`src/hw/pmicr_pkg.sv`:
```
package pmicr_pkg;

  ////////////////////////////////////////////////////////////////////////////
  // timing
  localparam int unsigned CLK_HZ = 250_000_000;
  localparam int unsigned TICK_TIME_MS = 1;
  localparam int unsigned CYC_PER_MS = (CLK_HZ / 1000) * TICK_TIME_MS;

  ////////////////////////////////////////////////////////////////////////////
  // register offsets and reset values
  localparam logic [7:0] OFS_AUX = 8'h07;
  localparam logic [7:0] OFS_PB = 8'h08;
  localparam logic [7:0] OFS_CURRENT_LIMIT_PIN = 8'h09;
  localparam logic [7:0] OFS_MON = 8'h0a;
  localparam logic [7:0] RST_AUX = 8'h28;
  localparam logic [7:0] RST_PB = 8'h68;
  localparam logic [7:0] RST_CURRENT_LIMIT_PIN = 8'h0a;
  localparam logic [7:0] RST_MON = 8'h00;
  localparam logic [7:0] AUX_WMASK = 8'hfd;
  localparam logic [7:0] PB_WMASK = 8'hfc;
  localparam logic [7:0] CURRENT_LIMIT_PIN_WMASK = 8'h7f;

  ////////////////////////////////////////////////////////////////////////////
  // field positions
  localparam int unsigned AUX_EN_BIT = 7;
  localparam int unsigned AUX_CODE_LSB = 2;
  localparam int unsigned AUX_VIN_BIT = 0;
  localparam int unsigned PB_W1_BIT = 7;
  localparam int unsigned PB_W2_BIT = 6;
  localparam int unsigned PB_REC_BIT = 5;
  localparam int unsigned PB_HOLD_LSB = 3;
  localparam int unsigned PB_PIN_BIT = 2;
  localparam int unsigned PB_F1_BIT = 1;
  localparam int unsigned PB_F2_BIT = 0;
  localparam int unsigned CURRENT_LIMIT_PIN_RST_BIT = 7;
  localparam int unsigned CURRENT_LIMIT_PIN_LSB = 3;
  localparam int unsigned BUV_LSB = 0;
  localparam int unsigned MON_TRIG_BIT = 7;
  localparam int unsigned MON_RANGE_LSB = 5;
  localparam int unsigned MON_LEVEL_LSB = 2;
  localparam logic [4:0] AUX_PASS_CODE = 5'h19;

  ////////////////////////////////////////////////////////////////////////////
  // press thresholds in milliseconds
  localparam logic [13:0] SHORT_PRESS_FLAG_SHORT_MS = 14'h0050;
  localparam logic [13:0] SHORT_PRESS_FLAG_LONG_MS = 14'h0258;
  localparam logic [13:0] LONG_PRESS_FLAG_SHORT_MS = 14'h03e8;
  localparam logic [13:0] LONG_PRESS_FLAG_LONG_MS = 14'h05dc;
  localparam logic [13:0] HOLD_5S_MS = 14'h1388;
  localparam logic [13:0] HOLD_9S_MS = 14'h2328;
  localparam logic [13:0] HOLD_11S_MS = 14'h2af8;
  localparam logic [13:0] HOLD_15S_MS = 14'h3a98;
  localparam logic [13:0] PRESS_CAP_MS = 14'h3fff;

  ////////////////////////////////////////////////////////////////////////////
  // serial port
  localparam logic [6:0] I2C_ADDR = 7'h35;  // arbitrary value
  localparam logic [3:0] BYTE_BITS = 4'h8;
  localparam int unsigned SYNC_W = 12;
  // scl, sda and the two active-low pins idle high, so no false edge follows reset
  localparam logic [11:0] SYNC_IDLE = 12'hf00;

  typedef enum logic [3:0] {
    PMICR_IDLE, PMICR_ADDR, PMICR_ADDR_ACK, PMICR_PTR, PMICR_PTR_ACK,
    PMICR_WDATA, PMICR_WACK, PMICR_RDATA, PMICR_RACK
  } pmicr_i2c_st_t;

  typedef struct packed {
    logic [1:0] range;
    logic [2:0] level;
  } pmicr_mon_t;

  typedef struct packed {
    logic aux_output_enable;
    logic [4:0] aux_voltage_code;
    logic aux_passthrough;
    logic post_reset_hiz;
    logic [2:0] input_current_limit_code;
    logic current_limit_pin_from_pin;
    logic [2:0] battery_undervoltage_threshold;
  } pmicr_cfg_t;

  typedef struct packed {
    pmicr_i2c_st_t st;
    logic [3:0] bitcnt;
    logic [7:0] shreg;
    logic rw;
    logic [7:0] ptr;
    logic scl_q;
    logic sda_q;
    logic sda_oe;
    logic [7:0] aux;
    logic [7:0] pb;
    logic [7:0] current_limit_pin;
    logic [7:0] mon;
    logic input_current_limit_code_written;
    logic [13:0] press_ms;
    logic reset_done;
    logic dev_reset;
    logic mon_start;
    logic status_n;
    pmicr_cfg_t cfg;
  } pmicr_state_t;

endpackage

```
`src/hw/pmicr_sync.sv`:
```
`timescale 1ns/1ps
module pmicr_sync #(
  parameter int unsigned W = 1,
  parameter logic [W-1:0] IDLE_VAL = '0
) (
  // clock and reset
  input wire logic i_clk,
  input wire logic i_reset_n,
  // levels
  input wire logic [W-1:0] i_async,
  output logic [W-1:0] o_sync
);

  // stage 0 is read only by stage 1
  logic [1:0][W-1:0] s_r;
  logic [1:0][W-1:0] s_nxt;

  always_comb
  begin
    s_nxt[0] = i_async;
    s_nxt[1] = s_r[0];
  end

  always_ff @(posedge i_clk or negedge i_reset_n)
  begin
    if (!i_reset_n)
    begin
      s_r <= {IDLE_VAL, IDLE_VAL};
    end
    else
    begin
      s_r <= s_nxt;
    end
  end

  assign o_sync = s_r[1];

endmodule

```
`src/hw/pmicr_tick.sv`:
```
`timescale 1ns/1ps
module pmicr_tick #(
  parameter int unsigned PERIOD = 2
) (
  // clock and reset
  input wire logic i_clk,
  input wire logic i_reset_n,
  // enable pulse
  output logic o_tick
);

  localparam int unsigned CW = (PERIOD > 2) ? $clog2(PERIOD) : 1;

  typedef struct packed {
    logic [CW-1:0] cnt;
    logic tick;
  } pmicr_tick_state_t;

  pmicr_tick_state_t s_r;
  pmicr_tick_state_t s_nxt;

  always_comb
  begin
    s_nxt = s_r;
    s_nxt.tick = 1'b0;
    if (s_r.cnt == CW'(PERIOD - 1))
    begin
      s_nxt.cnt = '0;
      s_nxt.tick = 1'b1;
    end
    else
    begin
      s_nxt.cnt = s_r.cnt + CW'(1);
    end
  end

  always_ff @(posedge i_clk or negedge i_reset_n)
  begin
    if (!i_reset_n)
    begin
      s_r <= '0;
    end
    else
    begin
      s_r <= s_nxt;
    end
  end

  assign o_tick = s_r.tick;

endmodule

```
`src/hw/pmicr_bank.sv`:
```
`timescale 1ns/1ps
module pmicr_bank #(
  parameter int unsigned CYC_PER_MS = pmicr_pkg::CYC_PER_MS,
  parameter logic [6:0] I2C_ADDR = pmicr_pkg::I2C_ADDR
) (
  // clock and reset
  input wire logic i_clk,
  input wire logic i_reset_n,
  // serial register port
  input wire logic i_scl,
  input wire logic i_sda_in,
  output logic o_sda_out,
  output logic o_sda_oe,
  // push-button and status pin
  input wire logic i_pushbutton_input_n,
  input wire logic i_power_good_n,
  input wire logic i_input_valid,
  output logic o_status_pin_n,
  output logic o_device_reset,
  // current-limit pin
  input wire logic i_current_limit_pin_fitted,
  // battery monitor
  input pmicr_pkg::pmicr_mon_t i_mon,
  input wire logic i_mon_done,
  output logic o_battery_monitor_trigger,
  // configuration to the analog side
  output pmicr_pkg::pmicr_cfg_t o_cfg
);

  ////////////////////////////////////////////////////////////////////////////
  // input synchronisers and millisecond tick
  logic [pmicr_pkg::SYNC_W-1:0] sy;
  logic tick, sy_scl, sy_sda, sy_pb_n, sy_pg_n, sy_valid, sy_fitted, sy_done;
  pmicr_pkg::pmicr_mon_t sy_mon;

  pmicr_sync #(
    .W(pmicr_pkg::SYNC_W),
    .IDLE_VAL(pmicr_pkg::SYNC_IDLE)
  ) u_sync (
    .i_clk(i_clk),
    .i_reset_n(i_reset_n),
    .i_async({i_scl, i_sda_in, i_pushbutton_input_n, i_power_good_n, i_input_valid,
              i_current_limit_pin_fitted, i_mon_done, i_mon}),
    .o_sync(sy)
  );

  assign {sy_scl, sy_sda, sy_pb_n, sy_pg_n, sy_valid, sy_fitted, sy_done, sy_mon} = sy;

  pmicr_tick #(
    .PERIOD(CYC_PER_MS)
  ) u_tick (
    .i_clk(i_clk),
    .i_reset_n(i_reset_n),
    .o_tick(tick)
  );

  ////////////////////////////////////////////////////////////////////////////
  // state
  pmicr_pkg::pmicr_state_t s_r;
  pmicr_pkg::pmicr_state_t s_nxt;

  logic scl_rise, scl_fall, start_cond, stop_cond;
  logic do_wr, load_rd, pressed;
  logic [7:0] rb;
  logic [13:0] inc, th1, th2, hold;

  assign scl_rise = sy_scl & ~s_r.scl_q;
  assign scl_fall = ~sy_scl & s_r.scl_q;
  assign start_cond = s_r.scl_q & sy_scl & s_r.sda_q & ~sy_sda;
  assign stop_cond = s_r.scl_q & sy_scl & ~s_r.sda_q & sy_sda;
  assign pressed = ~sy_pb_n;

  always_comb
  begin
    s_nxt = s_r;
    do_wr = 1'b0;
    load_rd = 1'b0;
    rb = 8'h00;
    inc = s_r.press_ms + 14'h0001;
    s_nxt.dev_reset = 1'b0;
    s_nxt.mon_start = 1'b0;
    s_nxt.scl_q = sy_scl;
    s_nxt.sda_q = sy_sda;

    //////////////////////////////////////////////////////////////////////////
    // serial byte engine
    case (s_r.st)
      pmicr_pkg::PMICR_IDLE: s_nxt.sda_oe = 1'b0;
      pmicr_pkg::PMICR_ADDR:
      begin
        if (scl_rise)
        begin
          s_nxt.shreg = {s_r.shreg[6:0], sy_sda};
          s_nxt.bitcnt = s_r.bitcnt + 4'h1;
        end
        else if (scl_fall && s_r.bitcnt == pmicr_pkg::BYTE_BITS)
        begin
          if (s_r.shreg[7:1] == I2C_ADDR)
          begin
            s_nxt.sda_oe = 1'b1;
            s_nxt.rw = s_r.shreg[0];
            s_nxt.st = pmicr_pkg::PMICR_ADDR_ACK;
          end
          else
            s_nxt.st = pmicr_pkg::PMICR_IDLE;
        end
      end
      pmicr_pkg::PMICR_ADDR_ACK:
      begin
        if (scl_fall)
        begin
          s_nxt.bitcnt = 4'h0;
          if (s_r.rw)
            load_rd = 1'b1;
          else
          begin
            s_nxt.sda_oe = 1'b0;
            s_nxt.st = pmicr_pkg::PMICR_PTR;
          end
        end
      end
      pmicr_pkg::PMICR_PTR:
      begin
        if (scl_rise)
        begin
          s_nxt.shreg = {s_r.shreg[6:0], sy_sda};
          s_nxt.bitcnt = s_r.bitcnt + 4'h1;
        end
        else if (scl_fall && s_r.bitcnt == pmicr_pkg::BYTE_BITS)
        begin
          s_nxt.ptr = s_r.shreg;
          s_nxt.sda_oe = 1'b1;
          s_nxt.st = pmicr_pkg::PMICR_PTR_ACK;
        end
      end
      pmicr_pkg::PMICR_PTR_ACK,
      pmicr_pkg::PMICR_WACK:
      begin
        if (scl_fall)
        begin
          s_nxt.sda_oe = 1'b0;
          s_nxt.bitcnt = 4'h0;
          s_nxt.st = pmicr_pkg::PMICR_WDATA;
        end
      end
      pmicr_pkg::PMICR_WDATA:
      begin
        if (scl_rise)
        begin
          s_nxt.shreg = {s_r.shreg[6:0], sy_sda};
          s_nxt.bitcnt = s_r.bitcnt + 4'h1;
        end
        else if (scl_fall && s_r.bitcnt == pmicr_pkg::BYTE_BITS)
        begin
          do_wr = 1'b1;
          s_nxt.ptr = s_r.ptr + 8'h01;
          s_nxt.sda_oe = 1'b1;
          s_nxt.st = pmicr_pkg::PMICR_WACK;
        end
      end
      pmicr_pkg::PMICR_RDATA:
      begin
        if (scl_rise)
          s_nxt.bitcnt = s_r.bitcnt + 4'h1;
        else if (scl_fall)
        begin
          if (s_r.bitcnt == pmicr_pkg::BYTE_BITS)
          begin
            s_nxt.sda_oe = 1'b0;
            s_nxt.ptr = s_r.ptr + 8'h01;
            s_nxt.st = pmicr_pkg::PMICR_RACK;
          end
          else
          begin
            s_nxt.shreg = {s_r.shreg[6:0], 1'b0};
            s_nxt.sda_oe = ~s_r.shreg[6];
          end
        end
      end
      pmicr_pkg::PMICR_RACK:
      begin
        // a not-acknowledge ends the read burst
        if (scl_rise && sy_sda)
          s_nxt.st = pmicr_pkg::PMICR_IDLE;
        else if (scl_fall)
        begin
          s_nxt.bitcnt = 4'h0;
          load_rd = 1'b1;
        end
      end
      default:
      begin
        s_nxt.st = pmicr_pkg::PMICR_IDLE;
        s_nxt.sda_oe = 1'b0;
      end
    endcase

    //////////////////////////////////////////////////////////////////////////
    // read path: unmapped offsets read 0x00
    case (s_r.ptr)
      pmicr_pkg::OFS_AUX: rb = s_r.aux;
      pmicr_pkg::OFS_PB: rb = s_r.pb;
      pmicr_pkg::OFS_CURRENT_LIMIT_PIN: rb = s_r.current_limit_pin;
      pmicr_pkg::OFS_MON: rb = s_r.mon;
      default: rb = 8'h00;
    endcase

    if (load_rd)
    begin
      s_nxt.shreg = rb;
      s_nxt.sda_oe = ~rb[7];
      s_nxt.st = pmicr_pkg::PMICR_RDATA;
      if (s_r.ptr == pmicr_pkg::OFS_PB)
      begin
        s_nxt.pb[pmicr_pkg::PB_F1_BIT] = 1'b0;
        s_nxt.pb[pmicr_pkg::PB_F2_BIT] = 1'b0;
      end
    end

    //////////////////////////////////////////////////////////////////////////
    // write path
    if (do_wr)
    begin
      case (s_r.ptr)
        pmicr_pkg::OFS_AUX: s_nxt.aux = s_r.shreg & pmicr_pkg::AUX_WMASK;
        pmicr_pkg::OFS_PB: s_nxt.pb = (s_r.shreg & pmicr_pkg::PB_WMASK) | (s_nxt.pb & ~pmicr_pkg::PB_WMASK);
        pmicr_pkg::OFS_CURRENT_LIMIT_PIN:
        begin
          if (s_r.shreg[pmicr_pkg::CURRENT_LIMIT_PIN_RST_BIT])
          begin
            s_nxt.aux = pmicr_pkg::RST_AUX;
            s_nxt.pb = pmicr_pkg::RST_PB;
            s_nxt.current_limit_pin = pmicr_pkg::RST_CURRENT_LIMIT_PIN;
            s_nxt.mon = pmicr_pkg::RST_MON;
            s_nxt.input_current_limit_code_written = 1'b0;
          end
          else
          begin
            s_nxt.current_limit_pin = s_r.shreg & pmicr_pkg::CURRENT_LIMIT_PIN_WMASK;
            s_nxt.input_current_limit_code_written = 1'b1;
          end
        end
        pmicr_pkg::OFS_MON: s_nxt.mon_start = s_r.shreg[pmicr_pkg::MON_TRIG_BIT];
        default: s_nxt.mon_start = 1'b0;
      endcase
    end

    // bus conditions override the byte engine
    if (start_cond)
    begin
      s_nxt.st = pmicr_pkg::PMICR_ADDR;
      s_nxt.bitcnt = 4'h0;
      s_nxt.sda_oe = 1'b0;
    end
    else if (stop_cond)
    begin
      s_nxt.st = pmicr_pkg::PMICR_IDLE;
      s_nxt.sda_oe = 1'b0;
    end

    //////////////////////////////////////////////////////////////////////////
    // battery monitor result capture
    if (sy_done)
    begin
      s_nxt.mon[pmicr_pkg::MON_RANGE_LSB +: 2] = sy_mon.range;
      s_nxt.mon[pmicr_pkg::MON_LEVEL_LSB +: 3] = sy_mon.level;
      s_nxt.mon[pmicr_pkg::MON_TRIG_BIT] = 1'b0;
    end

    //////////////////////////////////////////////////////////////////////////
    // push-button timing
    th1 = s_r.pb[pmicr_pkg::PB_W1_BIT] ? pmicr_pkg::SHORT_PRESS_FLAG_LONG_MS : pmicr_pkg::SHORT_PRESS_FLAG_SHORT_MS;
    th2 = s_r.pb[pmicr_pkg::PB_W2_BIT] ? pmicr_pkg::LONG_PRESS_FLAG_LONG_MS : pmicr_pkg::LONG_PRESS_FLAG_SHORT_MS;
    case (s_r.pb[pmicr_pkg::PB_HOLD_LSB +: 2])
      2'h0: hold = pmicr_pkg::HOLD_5S_MS;
      2'h1: hold = pmicr_pkg::HOLD_9S_MS;
      2'h2: hold = pmicr_pkg::HOLD_11S_MS;
      default: hold = pmicr_pkg::HOLD_15S_MS;
    endcase

    if (!pressed)
    begin
      s_nxt.press_ms = 14'h0000;
      s_nxt.reset_done = 1'b0;
    end
    else
    begin
      if (tick && s_r.press_ms != pmicr_pkg::PRESS_CAP_MS)
      begin
        s_nxt.press_ms = inc;
        // flag sets land after the read clear, so an event is never lost
        if (inc == th1)
          s_nxt.pb[pmicr_pkg::PB_F1_BIT] = 1'b1;
        if (inc == th2)
          s_nxt.pb[pmicr_pkg::PB_F2_BIT] = 1'b1;
      end
      if (!s_r.reset_done && s_r.press_ms >= hold &&
          (!s_r.aux[pmicr_pkg::AUX_VIN_BIT] || sy_valid))
      begin
        s_nxt.dev_reset = 1'b1;
        s_nxt.reset_done = 1'b1;
      end
    end

    //////////////////////////////////////////////////////////////////////////
    // registered outputs
    s_nxt.status_n = s_r.pb[pmicr_pkg::PB_PIN_BIT] ? sy_pb_n : sy_pg_n;
    s_nxt.cfg.aux_output_enable = s_nxt.aux[pmicr_pkg::AUX_EN_BIT];
    s_nxt.cfg.aux_voltage_code = s_nxt.aux[pmicr_pkg::AUX_CODE_LSB +: 5];
    s_nxt.cfg.aux_passthrough = s_nxt.aux[pmicr_pkg::AUX_CODE_LSB +: 5] > pmicr_pkg::AUX_PASS_CODE;
    s_nxt.cfg.post_reset_hiz = s_nxt.pb[pmicr_pkg::PB_REC_BIT];
    s_nxt.cfg.input_current_limit_code = s_nxt.current_limit_pin[pmicr_pkg::CURRENT_LIMIT_PIN_LSB +: 3];
    s_nxt.cfg.current_limit_pin_from_pin = sy_fitted & ~s_nxt.input_current_limit_code_written;
    s_nxt.cfg.battery_undervoltage_threshold = s_nxt.current_limit_pin[pmicr_pkg::BUV_LSB +: 3];
  end

  always_ff @(posedge i_clk or negedge i_reset_n)
  begin
    if (!i_reset_n)
    begin
      s_r <= '0;
      s_r.st <= pmicr_pkg::PMICR_IDLE;
      s_r.scl_q <= 1'b1;
      s_r.sda_q <= 1'b1;
      s_r.status_n <= 1'b1;
      s_r.aux <= pmicr_pkg::RST_AUX;
      s_r.pb <= pmicr_pkg::RST_PB;
      s_r.current_limit_pin <= pmicr_pkg::RST_CURRENT_LIMIT_PIN;
      s_r.mon <= pmicr_pkg::RST_MON;
      s_r.cfg.aux_voltage_code <= pmicr_pkg::RST_AUX[pmicr_pkg::AUX_CODE_LSB +: 5];
      s_r.cfg.post_reset_hiz <= pmicr_pkg::RST_PB[pmicr_pkg::PB_REC_BIT];
      s_r.cfg.input_current_limit_code <= pmicr_pkg::RST_CURRENT_LIMIT_PIN[pmicr_pkg::CURRENT_LIMIT_PIN_LSB +: 3];
      s_r.cfg.battery_undervoltage_threshold <= pmicr_pkg::RST_CURRENT_LIMIT_PIN[pmicr_pkg::BUV_LSB +: 3];
    end
    else
      s_r <= s_nxt;
  end

  assign o_sda_out = 1'b0;
  assign o_sda_oe = s_r.sda_oe;
  assign o_status_pin_n = s_r.status_n;
  assign o_device_reset = s_r.dev_reset;
  assign o_battery_monitor_trigger = s_r.mon_start;
  assign o_cfg = s_r.cfg;

endmodule

```
`config.mk`:
```
export PLATFORM = sky130hd
export DESIGN_NAME = pmicr_bank
export DESIGN_NICKNAME = d
export VERILOG_FILES = /design/src/hw/pmicr_pkg.sv /design/src/hw/pmicr_sync.sv /design/src/hw/pmicr_tick.sv /design/src/hw/pmicr_bank.sv
export SDC_FILE = /design/constraint.sdc
export NUM_CORES = 1
export LEC_CHECK = 0
export BUFFER_PORTS_ARGS = -buffer_cell sky130_fd_sc_hd__clkbuf_2
export CAP_MARGIN = 0
export CORE_ASPECT_RATIO = 1.4
export CORE_UTILIZATION = 30
export CTS_BUF_LIST = sky130_fd_sc_hd__clkbuf_8 sky130_fd_sc_hd__clkbuf_16
export CTS_CLUSTER_DIAMETER = 100
export DETAILED_ROUTE_END_ITERATION = 12
export GPL_ROUTABILITY_DRIVEN = 0
export HOLD_SLACK_MARGIN = 0.05
export SYNTH_ARGS = -nofsm -noshare
export SYNTH_HDL_FRONTEND = slang
export SYNTH_SLANG_ARGS = --single-unit
```
`constraint.sdc`:
```
create_clock -name i_clk -period 3.4 [get_ports i_clk]
set_input_delay 0 -clock i_clk [delete_from_list [all_inputs] [get_ports i_clk]]
set_output_delay 0 -clock i_clk [all_outputs]
set_load 0.02 [all_outputs]
```
==> impl_metrics.ini, run 1 <==
[sta]
fmax_mhz = 402
rsz0062_at_grt = no
hold_ws_ns = 0.211
min_period_ns = 2.49
worst_pin_slew_ns = 0.951
fin_crit_sh = 0.732
finalHoldViolCount = 0
relSlewSlack = 0.360
fin_setup_tns_ns = 0
fin_worst_skew_ns = 0.0101
setup_viol = 0
report.final.slew_viol_count = 0

[hold_path]
whs_endpoint = u_sync.s_nxt[20]$_DFF_PN1_
hp-class = in -> reg
hold_path_depth = 2
hp-start = i_power_good_n

[global_route]
grt_use_total = 0.142
antenna_found_initial = 0
grt_max_degree = 69
grt_remaining_overflow = 0
grt_pass1_vias = 4791
grt_pass1_wl_um = 24600

[cells_and_area]
syn_to_final_growth_pct = 16.3
fin_cells = 968
layout.nets = 731
drive_gt1_frac = 0.162
diodes = 0
nFillCells = 2104
fin_area_um2 = 7530

[setup_path]
cp_max_fo = 16
path_cells = nand2b_1 -> a2111o_1 -> nor3_4 -> and2b_1 -> a211oi_1 -> mux2_2
r2r_slack_ns = 0.91
cp-end-kind = register
cp.required_ns = 3.69
critPathKind = reg -> reg
arrival_ns = 2.78
cpMaxStageDelayCell = a2111o_1
r2r_end = o_sda_oe$_DFFE_PN0P_
startpoint_type = register
slowest_delay_ns = 0.65
rr_startpoint = s_r[91]$_DFFE_PN0P_
reg2regPathDepth = 6

[cts]
clock_path_buffers = 2
clkLatencyLatePin_ns = 0.42
clkSinkCount = 119
holdBufCountCts = 13
clkTransAtPathRegs_ns = 0.06
cts_post_setup_buffers_inserted = 0
cts_tree = yes
cts_resized = 0
numCtsBuffers = 17
htreeDepth = 4
cts_root_buf = clkbuf_16

[power_and_ir_drop]
p_leak_nw = 3.22
peakVddDrop_mv = 0.308
power.total_mw = 3.93
powerDensity_nw_per_um2 = 522

[synthesis]
synth_top_area_frac = 0.390
synth_cells = 669
yosysTopAreaCell = dfrtp_1
yosysSeqAreaShare = 0.463
syn_area_um2 = 6470
synth-edff-count = 0
async_flop_share = 1.00
ys.warnings.count = 0
synth_area_leaders = dfrtp_1, dfstp_2, ha_1
yosysUniqueCellTypes = 80
ys_ff_latch = 119
syn_area_per_cell_um2 = 9.68
synthesis.nets = 705
synthFlopType = dfrtp_1

[drt]
routed-via-count = 4875
drc = 0
dr.pass1.iters = 5
drt-initial-drc-count = 339
wl_per_cell_um = 15.4
wl_um = 14900
ant_nets = 0
vias_per_cell = 5.04

[placed_design]
dp_cells = 923
io_buffers = 32
place_area_um2 = 6760
hpwlAfterDp_um = 10700

[die]
start_util = 0.305
die_y_um = 176
die_area_um2 = 22200
core_area_um2 = 21200
rows = 63
io_pins = 34
die_x_um = 126

[outcome]
status = completed

[flow_run]
max_cap_violations = 0
cells in the final DEF (no fill, tap or decap), types with 7 or more instances in the layout:
| cell type | instances |
|---|---|
| clkbuf_16 | 17 |
| inv_1 | 18 |
| xnor2_1 | 21 |
| xor2_1 | 13 |
| dlygate4sd3_1 | 13 |
| dfstp_2 | 18 |
| nand2_1 | 72 |
| a21o_1 | 7 |
| and3_1 | 11 |
| nand3_1 | 30 |
| dfrtp_1 | 101 |
| o21ai_0 | 44 |
| nor2_1 | 54 |
| nor2b_1 | 8 |
| nor3_1 | 15 |
| a22oi_1 | 20 |
| a21oi_1 | 33 |
| nand2b_1 | 15 |
| ha_1 | 22 |
| clkbuf_2 | 31 |
| buf_4 | 10 |
layout make-up:
type                            instances  area [µm²]  area share
Clock buffer                           17         425      0.0565
Inverter                               19        71.3     0.00947
Tap cell                              260         325      0.0432
Sequential cell                       119        3000       0.399
Timing Repair Buffer                   54         360      0.0479
Multi-Input combinational cell        484        3130       0.416
Clock inverter                         15         216      0.0288
cell families (layout without fill, tap and decap cells):
family | after synthesis | in the layout | share of synthesized area
compound gates | 162 | 162 | 0.169
xor+xnor | 34 | 34 | 0.0460
fa+ha+maj | 23 | 23 | 0.0443
buf+inv | 66 | 105 | 0.0533
flops | 119 | 119 | 0.463
mux | 7 | 7 | 0.0116
other cells | 1 | 1 | 0.000579
simple gates | 257 | 257 | 0.212
synthesized netlist by cell type, types with 3 or more instances:
master	instances
a211oi_1	6
a21o_1	7
a21oi_1	33
a22o_1	5
a22oi_1	20
a31oi_1	5
and2_1	3
and3_1	11
and3b_1	3
buf_2	12
buf_4	20
clkbuf_1	13
dfrtp_1	101
dfstp_2	18
ha_1	22
inv_1	18
mux2_2	4
mux2i_1	3
nand2_1	72
nand2b_1	15
nand3_1	30
nand3b_1	4
nand4_1	6
nor2_1	54
nor2b_1	8
nor3_1	15
nor3_2	3
nor3b_1	3
nor4_1	6
o21ai_0	44
o21ai_1	3
o22ai_1	5
o31ai_1	4
or3_1	3
xnor2_1	21
xor2_1	13
report_power, final:
group | leakage, nW | switching [mW] | internal, mW
Sequential | 1.51 | 0.185 | 1.51
Clock | 0.307 | 0.709 | 1.24
Combinational | 1.40 | 0.142 | 0.140
Total | 3.22 | 1.04 | 2.89
how the worst max path moves through the flow:
stage / start / slack [ns] / to / cells past startpoint
CTS: s_r[91]$_DFFE_PN0P_ / 0.92 / o_sda_oe$_DFFE_PN0P_ / 6
global route: s_r[53]$_DFFE_PN1P_ / 0.76 / s_r[18]$_DFFE_PN0P_ / 10
detailed placement: s_r[91]$_DFFE_PN0P_ / 0.94 / o_sda_oe$_DFFE_PN0P_ / 6
finish: s_r[91]$_DFFE_PN0P_ / 0.91 / o_sda_oe$_DFFE_PN0P_ / 6
global placement: s_r[86]$_DFFE_PN0P_ / 0.98 / o_cfg[8]$_DFF_PN0_ / 9
floorplan: s_r[53]$_DFFE_PN1P_ / 1.18 / s_r[18]$_DFFE_PN0P_ / 10
registers in the layout, indices dropped and copies added, names as in the netlist:
| register | count |
|---|---|
| s_r | 62 |
| u_tick.s_r | 18 |
| u_sync.o_sync | 12 |
| u_sync.s_nxt | 12 |
| o_cfg | 10 |
| o_battery_monitor_trigger | 1 |
| o_device_reset | 1 |
| o_sda_oe | 1 |
| o_status_pin_n | 1 |
| u_tick.o_tick | 1 |
critical path, delay by kind of cell, from the launching register on:
kind	cells	cell delay, ns
simple gates	3	0.82
flops	1	0.56
mux	1	0.28
compound gates	2	0.70
through the flow:
stage | util | setup slack [ns]
floorplan | - | 1.18
global placement | 0.319 | 0.979
detailed placement | 0.319 | 0.938
CTS | 0.355 | 0.919
global route | 0.355 | 0.758
finish | 0.355 | 0.912
per-layer routing:
metal	GRT usage	wire length [µm]	vias to the layer above
li1	-	-	2436
met1	0.171	6700	2335
met2	0.244	7460	82
met3	0.0277	480	22
met4	0.0678	308	0
met5	0	0	-
Power figures use the tool's default switching activity.
==> run 2, diff against run 1 <==
==> constraint.sdc (replaced) <==
create_clock -name i_clk -period 2.4 [get_ports i_clk]
set_input_delay 0 -clock i_clk [delete_from_list [all_inputs] [get_ports i_clk]]
set_output_delay 0 -clock i_clk [all_outputs]
set_load 0.02 [all_outputs]
==> impl_metrics.ini, run 2 (synthesized netlist as in run 1, its figures left out) <==
[cts]
numCtsBuffers = 17
cts_root_buf = clkbuf_16
clock_path_buffers = 2
clkTransAtPathRegs_ns = 0.06
htreeDepth = 4
cts_post_setup_buffers_inserted = 0
clkSinkCount = 119
clkLatencyLatePin_ns = 0.43
cts_tree = yes

[setup_path]
critPathKind = reg -> reg
startpoint_type = register
cpMaxStageDelayCell = dfstp_2
slowest_delay_ns = 0.53
cp-end-kind = register
crit_family = compound AO/OA/AOI/OAI gates
path_buf_inv = 1
cp_max_fo = 3
cp.required_ns = 2.70
arrival_ns = 2.59
path_cells = inv_1 -> ha_1 -> nor2_1 -> ha_1 -> a21o_1 -> a21o_1 -> a211oi_1 -> o21ai_0 -> a31oi_1 -> o22ai_1

[drt]
routed-via-count = 5088
vias_per_cell = 5.07
wl_per_cell_um = 15.3
drc = 0
drt-initial-drc-count = 310
dr.pass1.iters = 4
wl_um = 15300
ant_nets = 0

[global_route]
grt_max_degree = 49
met1_usage = 0.166
antenna_found_initial = 0
grt_pass1_wl_um = 25500
gr-max-usage-layer = met2
grt_use_total = 0.148
grt_remaining_overflow = 0
grt_pass1_vias = 5084
use_met3 = 0.0338
grt_use_met2 = 0.254

[sta]
fin_worst_skew_ns = 0.00773
relSlewSlack = 0.639
setup_viol = 0
fin_setup_tns_ns = 0
finalHoldViolCount = 0
worst_pin_slew_ns = 0.537
min_period_ns = 2.29
report.final.slew_viol_count = 0
rsz0062_at_grt = no
fin_crit_sh = 0.956
fmax_mhz = 436

[power_and_ir_drop]
p_leak_nw = 3.39
powerDensity_nw_per_um2 = 699
peakVddDrop_mv = 0.468

[placed_design]
hpwlAfterDp_um = 11300
io_buffers = 32

[die]
die_x_um = 126
io_pins = 34
rows = 63
die_area_um2 = 22200
start_util = 0.305
core_area_um2 = 21200
die_y_um = 176

[hold_path]
hp-class = in -> async

[cells_and_area]
reg.largest.list = s_r (62), u_tick.s_r (18)
seq_area_um2 = 3000
nFillCells = 2059
top_register = s_r
largest_reg_flops = 62
layout.nets = 766
syn_to_final_growth_pct = 20.0
diodes = 0
final_common_cell = dfrtp_1
final_util = 0.366
final_cell_mix = dfrtp_1, nand2_1, nor2_1
multiInputGateArea_um2 = 3130
drive_gt1_frac = 0.203

[outcome]
status = completed

[flow_run]
max_cap_violations = 0
==> run 2: per-stage QoR <==
stage | hold slack (ns) | total power, mW | std cells | area (µm²) | setup slack, ns
floorplan | -0.296 | 2.60 | 669 | 6470 | 0.180
global placement | -0.0200 | 2.89 | 958 | 7030 | 0.134
detailed placement | -0.0228 | 2.90 | 958 | 7030 | 0.101
CTS | 0.0584 | 5.49 | 1003 | 7770 | 0.0917
global route | 0.0947 | 5.67 | 1003 | 7770 | 0.00376
finish | 0.0511 | 5.43 | 1003 | 7770 | 0.107
==> run 2: path summary, 6_finish.rpt <==
check                                      startpoint  depth (start not counted)  slack (ns)                          to
min in group i_clk                              i_scl                          2        0.20  u_sync.s_nxt[23]$_DFF_PN1_
min                                         i_reset_n                          2        0.05         s_r[47]$_DFFE_PN0P_
max reg2reg                       s_r[53]$_DFFE_PN1P_                         10        0.11         s_r[18]$_DFFE_PN0P_
max in group asynchronous                   i_reset_n                          3        1.61           s_r[68]$_DFF_PN1_
min reg2reg                u_sync.s_nxt[19]$_DFF_PN0_                          0        0.35  u_sync.o_sync[7]$_DFF_PN0_
max                               s_r[53]$_DFFE_PN1P_                         10        0.11         s_r[18]$_DFFE_PN0P_
==> run 2: power by group <==
part           switching [mW]  internal (mW)  total [mW]
Combinational           0.369          0.267       0.636
Clock                    1.13           1.41        2.54
Sequential              0.116           2.13        2.25
Total                    1.62           3.81        5.43
==> run 2: worst reg2reg max path: cells and delay by family, from the launching register on <==
kind                     cells  cell delay [ns]
AO/OA/AOI/OAI                6             0.99
buffers and inverters        1             0.06
adder cells (fa/ha/maj)      2             0.45
flip-flops                   1             0.53
AND/OR/NAND/NOR              1             0.15
==> run 2: timing repair <==
item / CTS / global route
gates resized for setup: 0 / 1
setup endpoints to repair: 0 / 7
hold endpoints to repair: 117 / 0
hold buffers: 13 / 0
==> run 2: layout make-up <==
| cell class | count | area share |
|---|---|---|
| flip-flops and latches | 119 | 0.386 |
| multi-input cells | 484 | 0.403 |
| inverters | 19 | 0.00918 |
| well taps | 260 | 0.0419 |
| repair buffers | 89 | 0.0818 |
| clock inverters | 15 | 0.0233 |
| clock buffers | 17 | 0.0548 |
==> run 2: metal layers <==
| layer | share of wire | up-vias |
|---|---|---|
| li1 | - | 2498 |
| met3 | 0.035 | 42 |
| met1 | 0.42 | 2417 |
| met4 | 0.042 | 0 |
| met5 | 0 | - |
| met2 | 0.50 | 131 |
==> run 3, diff against run 2 <==
--- a/config.mk
+++ b/config.mk
@@ -5,15 +5,16 @@
 export SDC_FILE = /design/constraint.sdc
 export NUM_CORES = 1
 export LEC_CHECK = 0
-export BUFFER_PORTS_ARGS = -buffer_cell sky130_fd_sc_hd__clkbuf_2
 export CAP_MARGIN = 0
 export CORE_ASPECT_RATIO = 1.4
-export CORE_UTILIZATION = 30
+export CORE_UTILIZATION = 54
 export CTS_BUF_LIST = sky130_fd_sc_hd__clkbuf_8 sky130_fd_sc_hd__clkbuf_16
 export CTS_CLUSTER_DIAMETER = 100
 export DETAILED_ROUTE_END_ITERATION = 12
+export DONT_BUFFER_PORTS = 1
 export GPL_ROUTABILITY_DRIVEN = 0
 export HOLD_SLACK_MARGIN = 0.05
+export PLACE_DENSITY = 0.69
 export SYNTH_ARGS = -nofsm -noshare
 export SYNTH_HDL_FRONTEND = slang
 export SYNTH_SLANG_ARGS = --single-unit
==> impl_metrics.ini, run 3 (synthesized netlist as in run 1, its figures left out) <==
[outcome]
status = finished with violations
violations = hold timing

[sta]
layout_setup_ws_ns = 0.126
rsz0062_at_grt = yes
fmax_mhz = 440
report.final.slew_viol_count = 0
hold_ws_ns = -0.720
worst_pin_slew_ns = 0.593
relSlewSlack = 0.602
setup_viol = 0
finalHoldViolCount = 119
min_period_ns = 2.27
fin_crit_sh = 0.947
fin_worst_skew_ns = 0.00712

[cts]
cts_tree = yes
holdBufCountCts = 12
cts_root_buf = clkbuf_16
clkSinkCount = 119
clkLatencyLatePin_ns = 0.41
htreeDepth = 4
clkTransAtPathRegs_ns = 0.06
numCtsBuffers = 17
clock_path_buffers = 2

[cells_and_area]
fin_cells = 841
syn_to_final_growth_pct = 13.7
layout.nets = 720
reg.largest.list = s_r (62), u_tick.s_r (18)
diodes = 0
final_common_cell = dfrtp_1
drive_gt1_frac = 0.159
final_util = 0.639
largest_reg_flops = 62
final_cell_mix = dfrtp_1, nand2_1, nor2_1
top_register = s_r
nFillCells = 915

[die]
io_pins = 34
core_area_um2 = 11500
die_x_um = 94.5
die_area_um2 = 12400
die_y_um = 132
rows = 46
start_util = 0.562

[global_route]
antenna_found_initial = 0
grt_use_total = 0.263
grt_pass1_wl_um = 25100
grt_pass1_vias = 5020
grt_remaining_overflow = 0
grt_max_degree = 120

[setup_path]
cp-end-kind = register
crit_family = compound AO/OA/AOI/OAI gates
arrival_ns = 2.56
startpoint_type = register
cp.required_ns = 2.69
path_buf_inv = 1
slowest_delay_ns = 0.53
cpMaxStageDelayCell = dfstp_2
critPathKind = reg -> reg
cp_max_fo = 3
path_cells = inv_1 -> ha_2 -> nor2_4 -> ha_1 -> a21o_1 -> a21o_1 -> a211oi_2 -> o21ai_1 -> a31oi_1 -> o22ai_1
path_common_cell = a21o_1

[power_and_ir_drop]
p_switching_mw = 1.41
powerDensity_nw_per_um2 = 724
p_leak_nw = 3.17
power.total_mw = 5.33
clockPowerShare = 0.475
power_frac_seq = 0.430
swShare = 0.265
peakVddDrop_mv = 0.592
p_comb_frac = 0.095
intPower_mw = 3.92

[drt]
vias_per_cell = 6.12
drt-initial-drc-count = 391
ant_nets = 0
drc = 0
dr.pass1.iters = 5
routed-via-count = 5143
wl_um = 15300
wl_per_cell_um = 18.2

[placed_design]
hpwlAfterDp_um = 10400
io_buffers = 0
place_ws_ns = 0.0205
dp_cells = 796

[hold_path]
hp-class = in -> async

[flow_run]
max_cap_violations = 0
## run 3: changes by cell type in the layout (fill, tap and decap cells not counted), sizes merged
cell / change
clkinvlp: +1
clkinv: -1
inv: -2
buf: -14
bufinv: +2
dlygate4sd3: -1
clkbuf: -31
## run 3: per-stage QoR
stage / instance area (µm²) / setup TNS, ns
after detailed placement: 6610 / 0
after floorplan: 6470 / 0
after global routing: 7360 / -0.0232
after CTS: 7320 / 0
final: 7360 / 0
after global placement: 6610 / 0
## run 3: per-layer routing
layer	part of all wire	vias up	wire (µm)	GRT usage
met2	0.51	207	7780	0.426
li1	-	2400	-	-
met4	0.043	0	665	0.136
met3	0.060	57	927	0.0648
met5	0	-	0	0
met1	0.39	2479	5970	0.320
## run 3: power by group through the flow
| stage | Clock (mW) | Combinational, mW | Sequential (mW) |
|---|---|---|---|
| after detailed placement | 0 | 0.482 | 2.32 |
| after floorplan | 0 | 0.315 | 2.29 |
| after CTS | 2.57 | 0.499 | 2.29 |
| after global routing | 2.66 | 0.551 | 2.31 |
| final | 2.53 | 0.504 | 2.29 |
| after global placement | 0 | 0.465 | 2.32 |
## run 3: final timing paths
path	from	endpoint	slack (ns)	cells after the start
min in group i_clk	i_pushbutton_input_n	u_sync.s_nxt[21]$_DFF_PN1_	0.13	1
max in group asynchronous	i_reset_n	u_sync.s_nxt[22]$_DFF_PN1_	2.86	0
max	s_r[53]$_DFFE_PN1P_	s_r[18]$_DFFE_PN0P_	0.13	10
max reg2reg	s_r[53]$_DFFE_PN1P_	s_r[18]$_DFFE_PN0P_	0.13	10
min	i_reset_n	s_r[30]$_DFFE_PN0P_	-0.72	0
min reg2reg	u_sync.s_nxt[19]$_DFF_PN0_	u_sync.o_sync[7]$_DFF_PN0_	0.35	0
## run 3: what timing repair did
item | 4_1_cts | 5_1_grt
setup endpoints to repair | 1 | 15
buffers inserted | 0 | 1
gates resized for setup | 1 | 10
hold endpoints to repair | 131 | 119
pin swaps | 0 | 2
## run 3: worst register-to-register path, delay by kind of cell, from the launching register on
family | cells | cell delay, ns
buf+inv | 1 | 0.07
flops | 1 | 0.53
simple gates | 1 | 0.13
compound gates | 6 | 0.96
fa+ha+maj | 2 | 0.45
## run 3: layout make-up
| class | count | area [µm²] | area share |
|---|---|---|---|
| Clock buffer | 17 | 425 | 0.0578 |
| Timing Repair Buffer | 43 | 353 | 0.0479 |
| Multi-Input combinational cell | 484 | 3160 | 0.429 |
| Tap cell | 144 | 180 | 0.0245 |
| Inverter | 19 | 71.3 | 0.00969 |
| Clock inverter | 15 | 170 | 0.0231 |
| Sequential cell | 119 | 3000 | 0.408 |
